`src/hw/drive_comm_map.vh`:
```
// register offsets, field positions and codes of the drive comm bank
`ifndef DRIVE_COMM_MAP_VH
`define DRIVE_COMM_MAP_VH

// control register offsets
`define ADDR_RUN_COMMAND     16'h2000
`define ADDR_FREQ_SETPOINT   16'h2001
`define ADDR_PID_SETPOINT    16'h2002
`define ADDR_PID_FEEDBACK    16'h2003
`define ADDR_TORQUE_SETPOINT 16'h2004
`define ADDR_FWD_FREQ_LIMIT  16'h2005
`define ADDR_REV_FREQ_LIMIT  16'h2006
`define ADDR_MOT_TORQUE_LIM  16'h2007
`define ADDR_BRK_TORQUE_LIM  16'h2008
`define ADDR_SPECIAL_CTRL    16'h2009
`define ADDR_VIRT_INPUTS     16'h200a
`define ADDR_VIRT_OUTPUTS    16'h200b
`define ADDR_VOLT_SETPOINT   16'h200c
`define ADDR_ANALOG_OUT_ONE  16'h200d
`define ADDR_ANALOG_OUT_TWO  16'h200e
// status register offsets
`define ADDR_RUN_STATE_WORD  16'h2100
`define ADDR_DRIVE_COND_WORD 16'h2101
`define ADDR_FAULT_TYPE      16'h2102

// storage index of the control registers (offset minus base)
`define IDX_RUN_COMMAND      4'h0
`define IDX_FREQ_SETPOINT    4'h1
`define IDX_PID_SETPOINT     4'h2
`define IDX_PID_FEEDBACK     4'h3
`define IDX_TORQUE_SETPOINT  4'h4
`define IDX_FWD_FREQ_LIMIT   4'h5
`define IDX_REV_FREQ_LIMIT   4'h6
`define IDX_MOT_TORQUE_LIM   4'h7
`define IDX_BRK_TORQUE_LIM   4'h8
`define IDX_SPECIAL_CTRL     4'h9
`define IDX_VIRT_INPUTS      4'ha
`define IDX_VIRT_OUTPUTS     4'hb
`define IDX_VOLT_SETPOINT    4'hc
`define IDX_ANALOG_OUT_ONE   4'hd
`define IDX_ANALOG_OUT_TWO   4'he
`define CTRL_REG_COUNT       15

// reset value of every control register
`define CTRL_RESET           16'h0000

// serial function codes and exception codes
`define FUNC_READ_HOLDING    8'h03
`define FUNC_WRITE_SINGLE    8'h06
`define EXC_ILLEGAL_FUNC     8'h01
`define EXC_ILLEGAL_ADDR     8'h02
`define EXC_ILLEGAL_VALUE    8'h03

// value limits
`define PID_MAX              16'h03e8
`define TORQUE_MAX           16'h0bb8
`define TORQUE_MIN           16'hf448
`define TORQUE_LIMIT_MAX     16'h0bb8
`define VOLT_MAX             16'h03e8
`define ANALOG_MAX           16'h03e8
`define ANALOG_MIN           16'hfc18
`define VIRT_INPUT_MAX       16'h01ff
`define VIRT_OUTPUT_MAX      16'h000f
`define SPECIAL_CTRL_MAX     16'h003f

// special control word fields
`define SPC_MOTOR_LSB        0
`define SPC_TORQUE_DIS_BIT   2
`define SPC_ENERGY_CLR_BIT   3
`define SPC_PREEXCITE_BIT    4
`define SPC_DC_BRAKE_BIT     5

// run command codes
`define CMD_FIRST            16'h0001
`define CMD_COUNT            8

// run state codes
`define STATE_FORWARD        16'h0001
`define STATE_REVERSE        16'h0002
`define STATE_STOPPED        16'h0003
`define STATE_FAULT          16'h0004
`define STATE_POWER_OFF      16'h0005
`define STATE_PREEXCITED     16'h0006

// drive condition word fields
`define COND_READY_BIT       0
`define COND_MOTOR_LSB       1
`define COND_SYNC_BIT        3
`define COND_OVERLOAD_BIT    4
`define COND_SOURCE_LSB      5

`endif

```
`src/hw/command_decode.v`:
```
// decodes a run command code into one-hot command strobes
`timescale 1ns/100ps
`default_nettype none
`include "drive_comm_map.vh"

module command_decode (
  input  wire [15:0]           code,
  output wire                  codeValid,
  output wire [`CMD_COUNT-1:0] codeOneHot
);

  genvar i;
  generate
    for (i = 0; i < `CMD_COUNT; i = i + 1) begin : gCmd
      assign codeOneHot[i] = (code == (`CMD_FIRST + i[15:0]));
    end
  endgenerate

  assign codeValid = |codeOneHot;

endmodule
`default_nettype wire

```
`src/hw/drive_comm_control_status_map.v`:
```
// communication register bank that controls and reports the drive
`timescale 1ns/100ps
`default_nettype none
`include "drive_comm_map.vh"

module drive_comm_control_status_map #(
  parameter [15:0] MAX_FREQ = 16'd50000
) (
  input  wire        ref_clk,
  input  wire        rstn,
  input  wire        reqValid,
  input  wire [7:0]  reqFunc,
  input  wire [15:0] reqAddr,
  input  wire [15:0] reqData,
  input  wire        commRunEnable,
  input  wire        commSetEnable,
  input  wire        driveRunning,
  input  wire        driveReverse,
  input  wire        driveFault,
  input  wire        powerOffState,
  input  wire        preExcited,
  input  wire        readyToRun,
  input  wire [1:0]  activeMotor,
  input  wire        syncMachine,
  input  wire        overloadAlarm,
  input  wire [1:0]  commandSource,
  input  wire [15:0] faultType,
  output reg         rspValid,
  output reg         rspException,
  output reg  [15:0] rspData,
  output reg  [7:0]  cmdStrobe,
  output reg  [15:0] freqSetpoint,
  output reg  [15:0] pidSetpoint,
  output reg  [15:0] pidFeedback,
  output reg  [15:0] torqueSetpoint,
  output reg  [15:0] fwdFreqLimit,
  output reg  [15:0] revFreqLimit,
  output reg  [15:0] motTorqueLimit,
  output reg  [15:0] brkTorqueLimit,
  output reg  [1:0]  motorSelect,
  output reg         torqueCtrlDisable,
  output reg         energyClear,
  output reg         preExciteReq,
  output reg         dcBrakeReq,
  output reg  [8:0]  virtualInputs,
  output reg  [3:0]  virtualOutputs,
  output reg  [15:0] voltageSetpoint,
  output reg  [15:0] analogOutputOne,
  output reg  [15:0] analogOutputTwo
);

  // control register storage, indexed by offset minus base
  reg  [15:0] ctrlMem [0:`CTRL_REG_COUNT-1];

  wire        cmdCodeValid;
  wire [7:0]  cmdOneHot;
  wire [15:0] runStateWord;
  wire [15:0] driveCondWord;
  wire [3:0]  ctrlIdx;
  wire        isCtrl;
  wire        isStatus;
  wire        isRead;
  wire        isWrite;
  wire [15:0] specialWord;
  wire        acceptWrite;
  wire        runCmdHit;
  wire        energyClrHit;
  wire [`CTRL_REG_COUNT-1:0] entryWrite;

  reg         valueOk;
  reg         doWrite;
  reg         excNext;
  reg  [7:0]  excCodeNext;
  reg  [15:0] readNext;
  reg  [15:0] statusRead;

  integer     k;
  genvar      j;

  assign ctrlIdx  = reqAddr[3:0];
  assign isCtrl   = (reqAddr >= `ADDR_RUN_COMMAND) &&
                    (reqAddr <= `ADDR_ANALOG_OUT_TWO);
  assign isStatus = (reqAddr >= `ADDR_RUN_STATE_WORD) &&
                    (reqAddr <= `ADDR_FAULT_TYPE);
  assign isRead   = (reqFunc == `FUNC_READ_HOLDING);
  assign isWrite  = (reqFunc == `FUNC_WRITE_SINGLE);
  assign specialWord = ctrlMem[`IDX_SPECIAL_CTRL];

  // accepted writes, and the ones that also fire a side effect
  assign acceptWrite  = reqValid && doWrite;
  assign runCmdHit    = acceptWrite && commRunEnable &&
                        (ctrlIdx == `IDX_RUN_COMMAND);
  assign energyClrHit = acceptWrite && commSetEnable &&
                        (ctrlIdx == `IDX_SPECIAL_CTRL) &&
                        reqData[`SPC_ENERGY_CLR_BIT];

  // one write enable per control register, so a refused write hits none
  generate
    for (j = 0; j < `CTRL_REG_COUNT; j = j + 1) begin : gEntry
      assign entryWrite[j] = acceptWrite && (ctrlIdx == j[3:0]);
    end
  endgenerate

  command_decode uCmd (
    .code       (reqData),
    .codeValid  (cmdCodeValid),
    .codeOneHot (cmdOneHot)
  );

  status_word_pack uStat (
    .driveRunning  (driveRunning),
    .driveReverse  (driveReverse),
    .driveFault    (driveFault),
    .powerOffState (powerOffState),
    .preExcited    (preExcited),
    .readyToRun    (readyToRun),
    .activeMotor   (activeMotor),
    .syncMachine   (syncMachine),
    .overloadAlarm (overloadAlarm),
    .commandSource (commandSource),
    .runStateWord  (runStateWord),
    .driveCondWord (driveCondWord)
  );

  // range check of a value written to a control register
  always @* begin
    valueOk = 1'b0;
    case (ctrlIdx)
      `IDX_RUN_COMMAND: begin
        valueOk = cmdCodeValid;
      end
      `IDX_FREQ_SETPOINT: begin
        valueOk = (reqData <= MAX_FREQ);
      end
      `IDX_PID_SETPOINT: begin
        valueOk = (reqData <= `PID_MAX);
      end
      `IDX_PID_FEEDBACK: begin
        valueOk = (reqData <= `PID_MAX);
      end
      `IDX_TORQUE_SETPOINT: begin
        valueOk = ($signed(reqData) >= $signed(`TORQUE_MIN)) &&
                  ($signed(reqData) <= $signed(`TORQUE_MAX));
      end
      `IDX_FWD_FREQ_LIMIT: begin
        valueOk = (reqData <= MAX_FREQ);
      end
      `IDX_REV_FREQ_LIMIT: begin
        valueOk = (reqData <= MAX_FREQ);
      end
      `IDX_MOT_TORQUE_LIM: begin
        valueOk = (reqData <= `TORQUE_LIMIT_MAX);
      end
      `IDX_BRK_TORQUE_LIM: begin
        valueOk = (reqData <= `TORQUE_LIMIT_MAX);
      end
      `IDX_SPECIAL_CTRL: begin
        valueOk = (reqData <= `SPECIAL_CTRL_MAX);
      end
      `IDX_VIRT_INPUTS: begin
        valueOk = (reqData <= `VIRT_INPUT_MAX);
      end
      `IDX_VIRT_OUTPUTS: begin
        valueOk = (reqData <= `VIRT_OUTPUT_MAX);
      end
      `IDX_VOLT_SETPOINT: begin
        valueOk = (reqData <= `VOLT_MAX);
      end
      `IDX_ANALOG_OUT_ONE, `IDX_ANALOG_OUT_TWO: begin
        valueOk = ($signed(reqData) >= $signed(`ANALOG_MIN)) &&
                  ($signed(reqData) <= $signed(`ANALOG_MAX));
      end
      default: begin
        valueOk = 1'b0;
      end
    endcase
  end

  // status words seen by a read, selected by address
  always @* begin
    statusRead = 16'h0000;
    case (reqAddr)
      `ADDR_RUN_STATE_WORD: begin
        statusRead = runStateWord;
      end
      `ADDR_DRIVE_COND_WORD: begin
        statusRead = driveCondWord;
      end
      `ADDR_FAULT_TYPE: begin
        statusRead = faultType;
      end
      default: begin
        statusRead = 16'h0000;
      end
    endcase
  end

  // request decode: read data, write permission and exception code
  always @* begin
    doWrite     = 1'b0;
    excNext     = 1'b0;
    excCodeNext = 8'h00;
    readNext    = 16'h0000;
    if (isRead) begin
      if (isCtrl) begin
        readNext = ctrlMem[ctrlIdx];
      end else if (isStatus) begin
        readNext = statusRead;
      end else begin
        excNext     = 1'b1;
        excCodeNext = `EXC_ILLEGAL_ADDR;
      end
    end else if (isWrite) begin
      // control registers are written one at a time
      if (isStatus) begin
        excNext     = 1'b1;
        excCodeNext = `EXC_ILLEGAL_ADDR;
      end else if (!isCtrl) begin
        excNext     = 1'b1;
        excCodeNext = `EXC_ILLEGAL_ADDR;
      end else if (!valueOk) begin
        excNext     = 1'b1;
        excCodeNext = `EXC_ILLEGAL_VALUE;
      end else begin
        doWrite = 1'b1;
      end
    end else begin
      excNext     = 1'b1;
      excCodeNext = `EXC_ILLEGAL_FUNC;
    end
  end

  // register storage and response
  always @(posedge ref_clk) begin
    if (!rstn) begin
      for (k = 0; k < `CTRL_REG_COUNT; k = k + 1) begin
        ctrlMem[k] <= `CTRL_RESET;
      end
      rspValid     <= 1'b0;
      rspException <= 1'b0;
      rspData      <= 16'h0000;
    end else begin
      for (k = 0; k < `CTRL_REG_COUNT; k = k + 1) begin
        if (entryWrite[k]) begin
          ctrlMem[k] <= reqData;
        end
      end
      rspValid <= reqValid;
      if (reqValid) begin
        rspException <= excNext;
        if (excNext) begin
          rspData <= {8'h00, excCodeNext};
        end else if (isWrite) begin
          rspData <= reqData;
        end else begin
          rspData <= readNext;
        end
      end
    end
  end

  // command strobes (with commRunEnable) and energy clear (with commSetEnable) act at once on an accepted write
  always @(posedge ref_clk) begin
    if (!rstn) begin
      cmdStrobe   <= 8'h00;
      energyClear <= 1'b0;
    end else begin
      if (runCmdHit) begin
        cmdStrobe <= cmdOneHot;
      end else begin
        cmdStrobe <= 8'h00;
      end
      energyClear <= energyClrHit;
    end
  end

  // setpoints follow the stored values only while commSetEnable is high
  always @(posedge ref_clk) begin
    if (!rstn) begin
      freqSetpoint      <= `CTRL_RESET;
      pidSetpoint       <= `CTRL_RESET;
      pidFeedback       <= `CTRL_RESET;
      torqueSetpoint    <= `CTRL_RESET;
      fwdFreqLimit      <= `CTRL_RESET;
      revFreqLimit      <= `CTRL_RESET;
      motTorqueLimit    <= `CTRL_RESET;
      brkTorqueLimit    <= `CTRL_RESET;
      motorSelect       <= 2'b00;
      torqueCtrlDisable <= 1'b0;
      preExciteReq      <= 1'b0;
      dcBrakeReq        <= 1'b0;
      virtualInputs     <= 9'h000;
      virtualOutputs    <= 4'h0;
      voltageSetpoint   <= `CTRL_RESET;
      analogOutputOne   <= `CTRL_RESET;
      analogOutputTwo   <= `CTRL_RESET;
    end else if (commSetEnable) begin
      freqSetpoint      <= ctrlMem[`IDX_FREQ_SETPOINT];
      pidSetpoint       <= ctrlMem[`IDX_PID_SETPOINT];
      pidFeedback       <= ctrlMem[`IDX_PID_FEEDBACK];
      torqueSetpoint    <= ctrlMem[`IDX_TORQUE_SETPOINT];
      fwdFreqLimit      <= ctrlMem[`IDX_FWD_FREQ_LIMIT];
      revFreqLimit      <= ctrlMem[`IDX_REV_FREQ_LIMIT];
      motTorqueLimit    <= ctrlMem[`IDX_MOT_TORQUE_LIM];
      brkTorqueLimit    <= ctrlMem[`IDX_BRK_TORQUE_LIM];
      motorSelect       <= specialWord[`SPC_MOTOR_LSB+:2];
      torqueCtrlDisable <= specialWord[`SPC_TORQUE_DIS_BIT];
      preExciteReq      <= specialWord[`SPC_PREEXCITE_BIT];
      dcBrakeReq        <= specialWord[`SPC_DC_BRAKE_BIT];
      virtualInputs     <= ctrlMem[`IDX_VIRT_INPUTS][8:0];
      virtualOutputs    <= ctrlMem[`IDX_VIRT_OUTPUTS][3:0];
      voltageSetpoint   <= ctrlMem[`IDX_VOLT_SETPOINT];
      analogOutputOne   <= ctrlMem[`IDX_ANALOG_OUT_ONE];
      analogOutputTwo   <= ctrlMem[`IDX_ANALOG_OUT_TWO];
    end
  end

endmodule
`default_nettype wire

```
`src/hw/status_word_pack.v`:
```
// builds the run state word and the drive condition word
`timescale 1ns/100ps
`default_nettype none
`include "drive_comm_map.vh"

module status_word_pack (
  input  wire        driveRunning,
  input  wire        driveReverse,
  input  wire        driveFault,
  input  wire        powerOffState,
  input  wire        preExcited,
  input  wire        readyToRun,
  input  wire [1:0]  activeMotor,
  input  wire        syncMachine,
  input  wire        overloadAlarm,
  input  wire [1:0]  commandSource,
  output reg  [15:0] runStateWord,
  output reg  [15:0] driveCondWord
);

  // fault outranks power loss, which outranks every running state
  always @* begin
    if (driveFault) begin
      runStateWord = `STATE_FAULT;
    end else if (powerOffState) begin
      runStateWord = `STATE_POWER_OFF;
    end else if (preExcited) begin
      runStateWord = `STATE_PREEXCITED;
    end else if (driveRunning && driveReverse) begin
      runStateWord = `STATE_REVERSE;
    end else if (driveRunning) begin
      runStateWord = `STATE_FORWARD;
    end else begin
      runStateWord = `STATE_STOPPED;
    end
  end

  always @* begin
    driveCondWord = 16'h0000;
    driveCondWord[`COND_READY_BIT] = readyToRun;
    driveCondWord[`COND_MOTOR_LSB+:2] = activeMotor;
    driveCondWord[`COND_SYNC_BIT] = syncMachine;
    driveCondWord[`COND_OVERLOAD_BIT] = overloadAlarm;
    driveCondWord[`COND_SOURCE_LSB+:2] = commandSource;
  end

endmodule
`default_nettype wire

```
`config.mk`:
```
export PLATFORM = sky130hd
export DESIGN_NAME = drive_comm_control_status_map
export DESIGN_NICKNAME = d
export VERILOG_FILES = /design/src/hw/command_decode.v /design/src/hw/drive_comm_control_status_map.v /design/src/hw/status_word_pack.v
export VERILOG_INCLUDE_DIRS = /design/src /design/src/hw
export SDC_FILE = /design/constraint.sdc
export NUM_CORES = 1
export LEC_CHECK = 0
export ABC_CLOCK_PERIOD_IN_PS = 7500
export BUFFER_PORTS_ARGS = -buffer_cell sky130_fd_sc_hd__buf_2
export CAP_MARGIN = 10
export CORE_MARGIN = 3
export CORE_UTILIZATION = 61
export CTS_BUF_LIST = sky130_fd_sc_hd__clkbuf_16
export DETAILED_ROUTE_END_ITERATION = 7
export HOLD_SLACK_MARGIN = 0.12
export PLACE_DENSITY = 0.85
export SETUP_SLACK_MARGIN = 0.2
export SYNTH_ARGS = -nofsm -noshare
export SYNTH_HDL_FRONTEND = slang
export SYNTH_SLANG_ARGS = --single-unit
```
`constraint.sdc`:
```
create_clock -name ref_clk -period 7.5 [get_ports ref_clk]
set_input_delay 0.75 -clock ref_clk [delete_from_list [all_inputs] [get_ports ref_clk]]
set_output_delay 0.75 -clock ref_clk [all_outputs]
set_load 0.005 [all_outputs]
```
==> impl_metrics.py, run 1 <==
metrics = {
    "timing": {
        "rsz0062_at_grt": "no",
        "slew_violations": 0,
        "hold_viol": 0,
        "fin_skew_ns": 0.0206,
        "hold_ws_ns": 0.451,
        "finalCritPeriodShare": 0.598,
        "setup_violations": 0,
        "tns_ns": 0,
        "slew_headroom": 0.144,
        "fin_crit_ns": 4.48,
        "max_freq_mhz": 223,
        "tightest_slew_ns": 1.28,
    },
    "finish": {
        "synthToLayoutAreaGrowth_pct": 17.5,
        "largest_register_ff_count": 240,
        "final_layout_size_suffix_gt1_frac": 0.254,
        "instances_no_fill": 2161,
        "fin_nets": 1806,
        "largest-register": "ctrlMem",
        "fill_cells": 1902,
    },
    "power": {
        "ir_worst_vdd_mv": 0.178,
        "p_leak_uw": 0.00927,
        "powerDensity_mw_per_mm2": 258,
    },
    "routing": {
        "wl_met3_um": 6970,
        "wl_met2_um": 26500,
        "ant_nets": 0,
        "drt-wirelength-per-cell_um": 25.9,
        "drtIter0Drc": 1763,
        "dr_total_vias": 13250,
        "routedLengthMet1_um": 20100,
        "wirelength_um": 55900,
        "top_layer": "met5",
        "drt_pass1_iterations": 6,
        "viasPerCell": 6.13,
        "drc_errors": 0,
    },
    "synth": {
        "yosysSeqAreaShare": 0.614,
        "synth_area_per_cell_sq_um": 13.1,
        "syn_inst": 1447,
        "async_flop_share": 0,
        "synth_edf_count": 240,
        "ys_types": 55,
        "synth_ff_type": "edfxtp_1",
        "ys_seq_elements": 461,
        "synth_warnings": 0,
        "synth_area_sq_mm": 0.0189,
    },
    "worst_setup_path": {
        "worst-setup-path-type": "input port to flop",
        "end_kind": "flop",
        "arrival_ns": 4.60,
        "reg2reg_from": "ctrlMem[6][8]$_SDFFCE_PN0P_",
        "crit_buf_inv": 2,
        "worst-path-max-fanout": 53,
        "reg2reg_slack_ns": 5.06,
        "r2r.worst_path.cells": 4,
        "cp.required_ns": 7.61,
        "cp_slowest_cell": "buf_4",
        "cp_slowest_stage_delay_ns": 0.69,
        "cp_cell_sequence": "buf_4, buf_4, o21ai_0, a32oi_1, nor3_1, nor4b_4, a2111o_1, or2_1, nand2_1",
        "crit_top_cell": "buf_4",
        "cp_top_family": "simple AND/OR/NAND/NOR gates",
        "startpoint_type": "input port",
        "r2r-end": "rspData[8]$_SDFFE_PN0P_",
    },
    "min_path": {
        "worstHoldPathCells": 2,
        "min-delay-start": "rspData[9]$_SDFFE_PN0P_",
        "hold_class": "flop to flop",
        "min_to": "rspData[9]$_SDFFE_PN0P_",
    },
    "global_route": {
        "grt_pass1_wl_um": 82600,
        "grt_pass1_vias": 13064,
        "antenna_found_initial": 2,
        "grt_max_degree": 111,
        "overflow": 0,
        "grt.total_usage": 0.329,
    },
    "floorplanning": {
        "ios": 294,
        "die_y_um": 182,
        "start_util": 0.629,
        "die_x_um": 182,
        "coreArea_sq_mm": 0.0301,
        "num_rows": 63,
        "die_area_sq_mm": 0.0332,
    },
    "clocking": {
        "cts_hold_buf": 0,
        "numCtsBuffers": 46,
        "cts-root-buf": "clkbuf_16",
        "cts_sinks": 461,
        "clk_latency_ns": 0.55,
        "cts_tree": "done",
        "cts_resized": 0,
        "path_clk_slew_ns": 0.06,
        "h-tree-depth": 2,
        "post_cts_buffers": 0,
        "clock_path_buffers": 3,
    },
    "place": {
        "placed_cells": 2074,
        "gp_congestion": 0.929,
        "hpwlAfterDp_um": 38800,
        "numPortBuffers": 293,
    },
    "run_status": {
        "status": "finished, final reports clean",
    },
    "job": {
        "max-cap-violations": 0,
    },
}
final cells by class:
| cell class | instances | area (sq um) | share of cell area |
|---|---|---|---|
| flip-flops and latches | 461 | 11600 | 0.523 |
| multi-input cells | 896 | 6970 | 0.313 |
| repair buffers | 304 | 1570 | 0.0708 |
| clock buffers | 47 | 1180 | 0.0529 |
| well taps | 390 | 488 | 0.0219 |
| clock inverters | 38 | 314 | 0.0141 |
| inverters | 24 | 90.1 | 0.00405 |
| diodes | 1 | 2.50 | 0.000112 |
cell usage after synthesis (2+ instances only):
master / count / area share
o31ai_1: 4 / 0.0016
nor3_1: 37 / 0.0098
nor4_1: 7 / 0.0023
mux2i_1: 211 / 0.11
nand2_1: 76 / 0.015
a31oi_1: 4 / 0.0013
nand4b_1: 2 / 0.00092
mux4_2: 63 / 0.075
a22o_1: 10 / 0.0046
and3_1: 4 / 0.0013
a21o_1: 2 / 0.00079
a2111o_1: 2 / 0.0012
nor2b_1: 204 / 0.067
nand2b_1: 5 / 0.0017
a222oi_1: 8 / 0.0042
a21oi_1: 16 / 0.0042
edfxtp_1: 240 / 0.38
buf_1: 24 / 0.0048
and4b_1: 2 / 0.0011
dfxtp_1: 221 / 0.23
a211oi_1: 5 / 0.0020
inv_1: 24 / 0.0048
nand3_1: 8 / 0.0021
nor4_2: 2 / 0.0013
o21a_1: 2 / 0.00079
nor2_1: 105 / 0.021
o21ai_0: 45 / 0.012
and2_1: 5 / 0.0017
buf_2: 27 / 0.0071
buf_4: 3 / 0.0012
clkbuf_1: 52 / 0.010
nand4_1: 4 / 0.0013
cell families (layout without fill, tap and decap cells):
group	after synthesis	count (layout)	share of synthesized area
other	1	43	0.000198
AND/OR/NAND/NOR	470	470	0.131
AO/OA/AOI/OAI	110	110	0.0397
multiplexers	274	274	0.186
buffers and inverters	131	413	0.0284
flip-flops	461	461	0.614
worst max-delay path by stage:
stage               start                            to  slack, ns  cells after the start
4_1_cts        reqAddr[1]  ctrlMem[8][14]$_SDFFCE_PN0P_       3.07                      9
5_1_grt        reqAddr[1]   ctrlMem[8][5]$_SDFFCE_PN0P_       2.72                      9
3_5_place_dp   reqAddr[1]  ctrlMem[2][12]$_SDFFCE_PN0P_       2.59                      8
3_3_place_gp   reqAddr[1]  ctrlMem[2][10]$_SDFFCE_PN0P_       2.78                      8
2_1_floorplan  reqData[1]   ctrlMem[9][0]$_SDFFCE_PN0P_       3.43                      8
6_report       reqAddr[1]   ctrlMem[8][7]$_SDFFCE_PN0P_       3.02                      9
placed cells by master, fill, tap and decap left out, types with 33 or more instances in the layout:
cell and instances:
o21ai_0 41, buf_2 289, mux4_2 63, conb_1 42, nor2_1 105, nor3_1 37
clkbuf_16 47, dfxtp_1 221, nand2_1 76, edfxtp_1 240, inv_1 33, mux2i_1 211
nor2b_1 204
worst min-delay path, stage by stage (launching register included):
cell and delay (ns):
dfxtp_1 0.32, nand2_1 0.04, o21ai_0 0.06
routing by layer:
layer | GRT usage | vias to the layer above
met3 | 0.0795 | 135
met4 | 0.125 | 2
met2 | 0.536 | 995
li1 | - | 5741
met5 | 0 | -
met1 | 0.434 | 6377
metrics by stage:
stage	setup WS [ns]	utilization	instance area [sq um]	power, uW
2_1_floorplan	3.43	-	19100	3230
3_3_place_gp	2.78	0.689	20700	3470
3_5_place_dp	2.59	0.689	20700	3480
4_1_cts	3.07	0.738	22200	5740
5_1_grt	2.72	0.739	22200	5890
6_report	3.02	0.739	22200	5740
power by group:
group          internal [uW]  total, uW  switching [uW]
combinational            229        524             296
sequential              2810       2930             114
clock                   1320       2290             976
No activity file was read; power rests on OpenSTA's default activity.
==> inputs of run 2 (changes only) <==
- ABC_AREA: not set -> 1
- ABC_CLOCK_PERIOD_IN_PS: 7500 -> 4600
- CORE_UTILIZATION: 61 -> 56
- PLACE_DENSITY: 0.85 -> 0.79
- clock period: 7.5 -> 4.6 ns (I/O delays scaled with it)
==> run 2 against run 1 <==
Combinational power increased by 47%. Via count increased by 24%. Sequential cell count unchanged. Count of clock-buffer cells in the layout increased by 3. Sequential power increased by 64%. Sequential share of layout area increased by 1.1 points. Clock skew decreased by 0.0042 ns. Hold slack got worse by 0.22 ns. Worst setup slack got worse by 1.7 ns. Largest cell class unchanged.
==> impl_metrics.py, run 2 <==
metrics = {
    "power": {
        "p_leak_uw": 0.00931,
        "combPwrFrac": 0.082,
        "seq_power_share": 0.514,
        "powerDensity_mw_per_mm2": 428,
        "p_sw_uw": 2340,
        "p_int_uw": 6990,
        "ir_worst_vdd_mv": 0.297,
        "clkPwrFrac": 0.403,
        "p_sw_frac": 0.251,
    },
    "synth": {
        "synth_area_sq_mm": 0.0184,
        "synth_mux_area_frac": 0,
        "synth-adder-area-share": 0,
        "synth_area_per_cell_sq_um": 9.25,
        "synth_ff_type": "edfxtp_1",
        "synth_top_area_cell": "edfxtp_1",
        "syn_inst": 1988,
        "synth_edf_count": 240,
        "synth_simple_gate_area_frac": 0.197,
        "ys_seq_elements": 461,
        "yosysSeqAreaShare": 0.632,
        "ys_types": 41,
        "yosysTopAreaCellShare": 0.392,
        "yosys-top-cells-area": "edfxtp_1 39%, dfxtp_1 24%, nor2_1 12%, o21ai_0 7.4%, nand2_1 4.2%",
        "synthTopCellsByCount": "584 x nor2_1, 272 x o21ai_0, 240 x edfxtp_1, 221 x dfxtp_1, 207 x nand2_1",
        "async_flop_share": 0,
        "yosys.area_share.xor_xnor": 0,
        "synth_warnings": 0,
        "synth_compound_area_frac": 0.125,
        "synth_top_family_by_area": "simple AND/OR/NAND/NOR gates",
        "synth_most_common_cell": "nor2_1",
    },
    "worst_setup_path": {
        "cp_slowest_stage_delay_ns": 0.59,
        "crit_top_cell": "nand2_1",
        "crit_buf_inv": 2,
        "worst-setup-path-type": "input port to flop",
        "startpoint_type": "input port",
        "cp.required_ns": 4.79,
        "arrival_ns": 3.51,
        "worst-path-max-fanout": 16,
        "end_kind": "flop",
        "cp_top_family": "simple AND/OR/NAND/NOR gates",
        "cp_slowest_cell": "inv_1",
        "cp_cell_sequence": "buf_2, nand2_1, inv_1, nand2_1, a22oi_1, nand2_1, nand4_2, nand3_4, nor2_8, nand3_2, nand2_1",
    },
    "routing": {
        "drc_errors": 0,
        "ant_nets": 0,
        "wirelength_um": 63700,
        "drt-wirelength-per-cell_um": 23.2,
        "drtIter0Drc": 2497,
        "viasPerCell": 5.98,
        "drt_pass1_iterations": 6,
        "dr_total_vias": 16423,
    },
    "floorplanning": {
        "ios": 294,
        "coreArea_sq_mm": 0.0320,
        "start_util": 0.576,
        "num_rows": 65,
        "die_area_sq_mm": 0.0351,
        "die_x_um": 187,
        "die_y_um": 187,
    },
    "clocking": {
        "cts_tree": "done",
        "clock_path_buffers": 3,
        "post_cts_buffers": 0,
        "cts_hold_buf": 0,
        "h-tree-depth": 2,
        "cts-root-buf": "clkbuf_16",
        "path_clk_slew_ns": 0.06,
        "cts_resized": 0,
        "cts_sinks": 461,
        "numCtsBuffers": 47,
        "clk_latency_ns": 0.56,
    },
    "global_route": {
        "grt_pass1_wl_um": 94300,
        "grt_max_degree": 108,
        "antenna_found_initial": 3,
        "overflow": 0,
        "grt_pass1_vias": 15438,
        "grt.total_usage": 0.353,
    },
    "timing": {
        "setup_violations": 0,
        "rsz0062_at_grt": "no",
        "hold_viol": 0,
        "finalCritPeriodShare": 0.722,
        "max_freq_mhz": 301,
        "fin_crit_ns": 3.32,
        "fin_skew_ns": 0.0164,
        "setup_slack_ns": 1.28,
        "hold_ws_ns": 0.231,
        "tns_ns": 0,
        "tightest_slew_ns": 0.961,
        "slew_violations": 0,
        "slew_headroom": 0.359,
    },
    "place": {
        "dp_slack_ns": 0.868,
        "placed_cells": 2656,
        "gp_congestion": 1.03,
        "hpwlAfterDp_um": 45800,
        "numPortBuffers": 293,
    },
    "finish": {
        "synthToLayoutAreaGrowth_pct": 18.5,
        "final_common_cell": "nor2_1",
        "post-route-util": 0.682,
        "final_layout_size_suffix_gt1_frac": 0.185,
        "largest-register": "ctrlMem",
        "instances_no_fill": 2746,
        "fin_nets": 2343,
        "final_cell_mix": "584 x nor2_1, 291 x buf_2, 269 x o21ai_0, 240 x edfxtp_1, 221 x dfxtp_1",
        "largest_register_ff_count": 240,
    },
    "run_status": {
        "status": "finished, final reports clean",
    },
    "job": {
        "max-cap-violations": 0,
    },
    "min_path": {
        "hold_class": "input port to flop",
    },
}
run 2: cell count changes in the layout (fill, tap and decap cells not counted), sizes merged, moves of 18 or more:
cell and change:
nor3 -19, o21ai +228, mux2i -211, mux4 -63, buf +18, nand3 +38, nor2 +493, nor2b -204
nand2 +133, o22ai +103, inv +54
run 2: cell type report:
cell class / instances / area [sq um]
Timing Repair Buffer: 322 / 1700
Clock inverter: 38 / 279
Tap cell: 435 / 544
Sequential cell: 461 / 11600
Inverter: 79 / 299
Clock buffer: 50 / 1250
Antenna cell: 2 / 5.00
Fill cell: 2580 / 10200
Multi-Input combinational cell: 1359 / 6080
run 2: final timing paths:
check,cells after the start,endpoint,slack [ns],startpoint
worst max-delay path,11,ctrlMem[2][8]$_SDFFCE_PN0P_,1.28,reqAddr[3]
worst min-delay path,3,rspValid$_SDFF_PN0_,0.23,reqValid
worst max register to register,8,rspData[12]$_SDFFE_PN0P_,2.37,ctrlMem[3][12]$_SDFFCE_PN0P_
worst min register to register,2,rspData[15]$_SDFFE_PN0P_,0.45,rspData[15]$_SDFFE_PN0P_
run 2: cells by family (layout without fill, tap and decap cells):
family	count (synthesis)	count (layout)
compound gates	421	421
buf+inv	209	489
simple gates	896	896
other cells	1	44
flops	461	461
run 2: per-layer routing:
layer | track usage | wire length (um) | vias up
met3 | 0.0774 | 7950 | 184
li1 | - | - | 7271
met2 | 0.547 | 28600 | 1177
met4 | 0.162 | 3420 | 2
met1 | 0.477 | 23800 | 7789
met5 | 0 | 12 | -
run 2: worst reg2reg max path, cell delays in order, from the launching register on:
cell	delay [ns]
edfxtp_1	0.40
o22ai_1	0.15
o21ai_0	0.45
nand2_1	0.13
o31ai_1	0.56
nand2_1	0.16
a21oi_1	0.17
nand2_1	0.07
nand2_1	0.07
run 2: per-stage QoR:
step                      cell area (sq um)  total power, uW
after floorplan                       18600             5190
after global placement                20300             5610
after detailed placement              20300             5620
after CTS                             21800             9310
after global routing                  21800             9590
final                                 21800             9330
run 2: power groups by stage:
stage          logic (uW)  registers, uW  clock network [uW]
5_1_grt               834           4820                3940
4_1_cts               751           4790                3770
2_1_floorplan         390           4800                   0
3_5_place_dp          744           4880                   0
3_3_place_gp          734           4870                   0
6_report              768           4800                3760
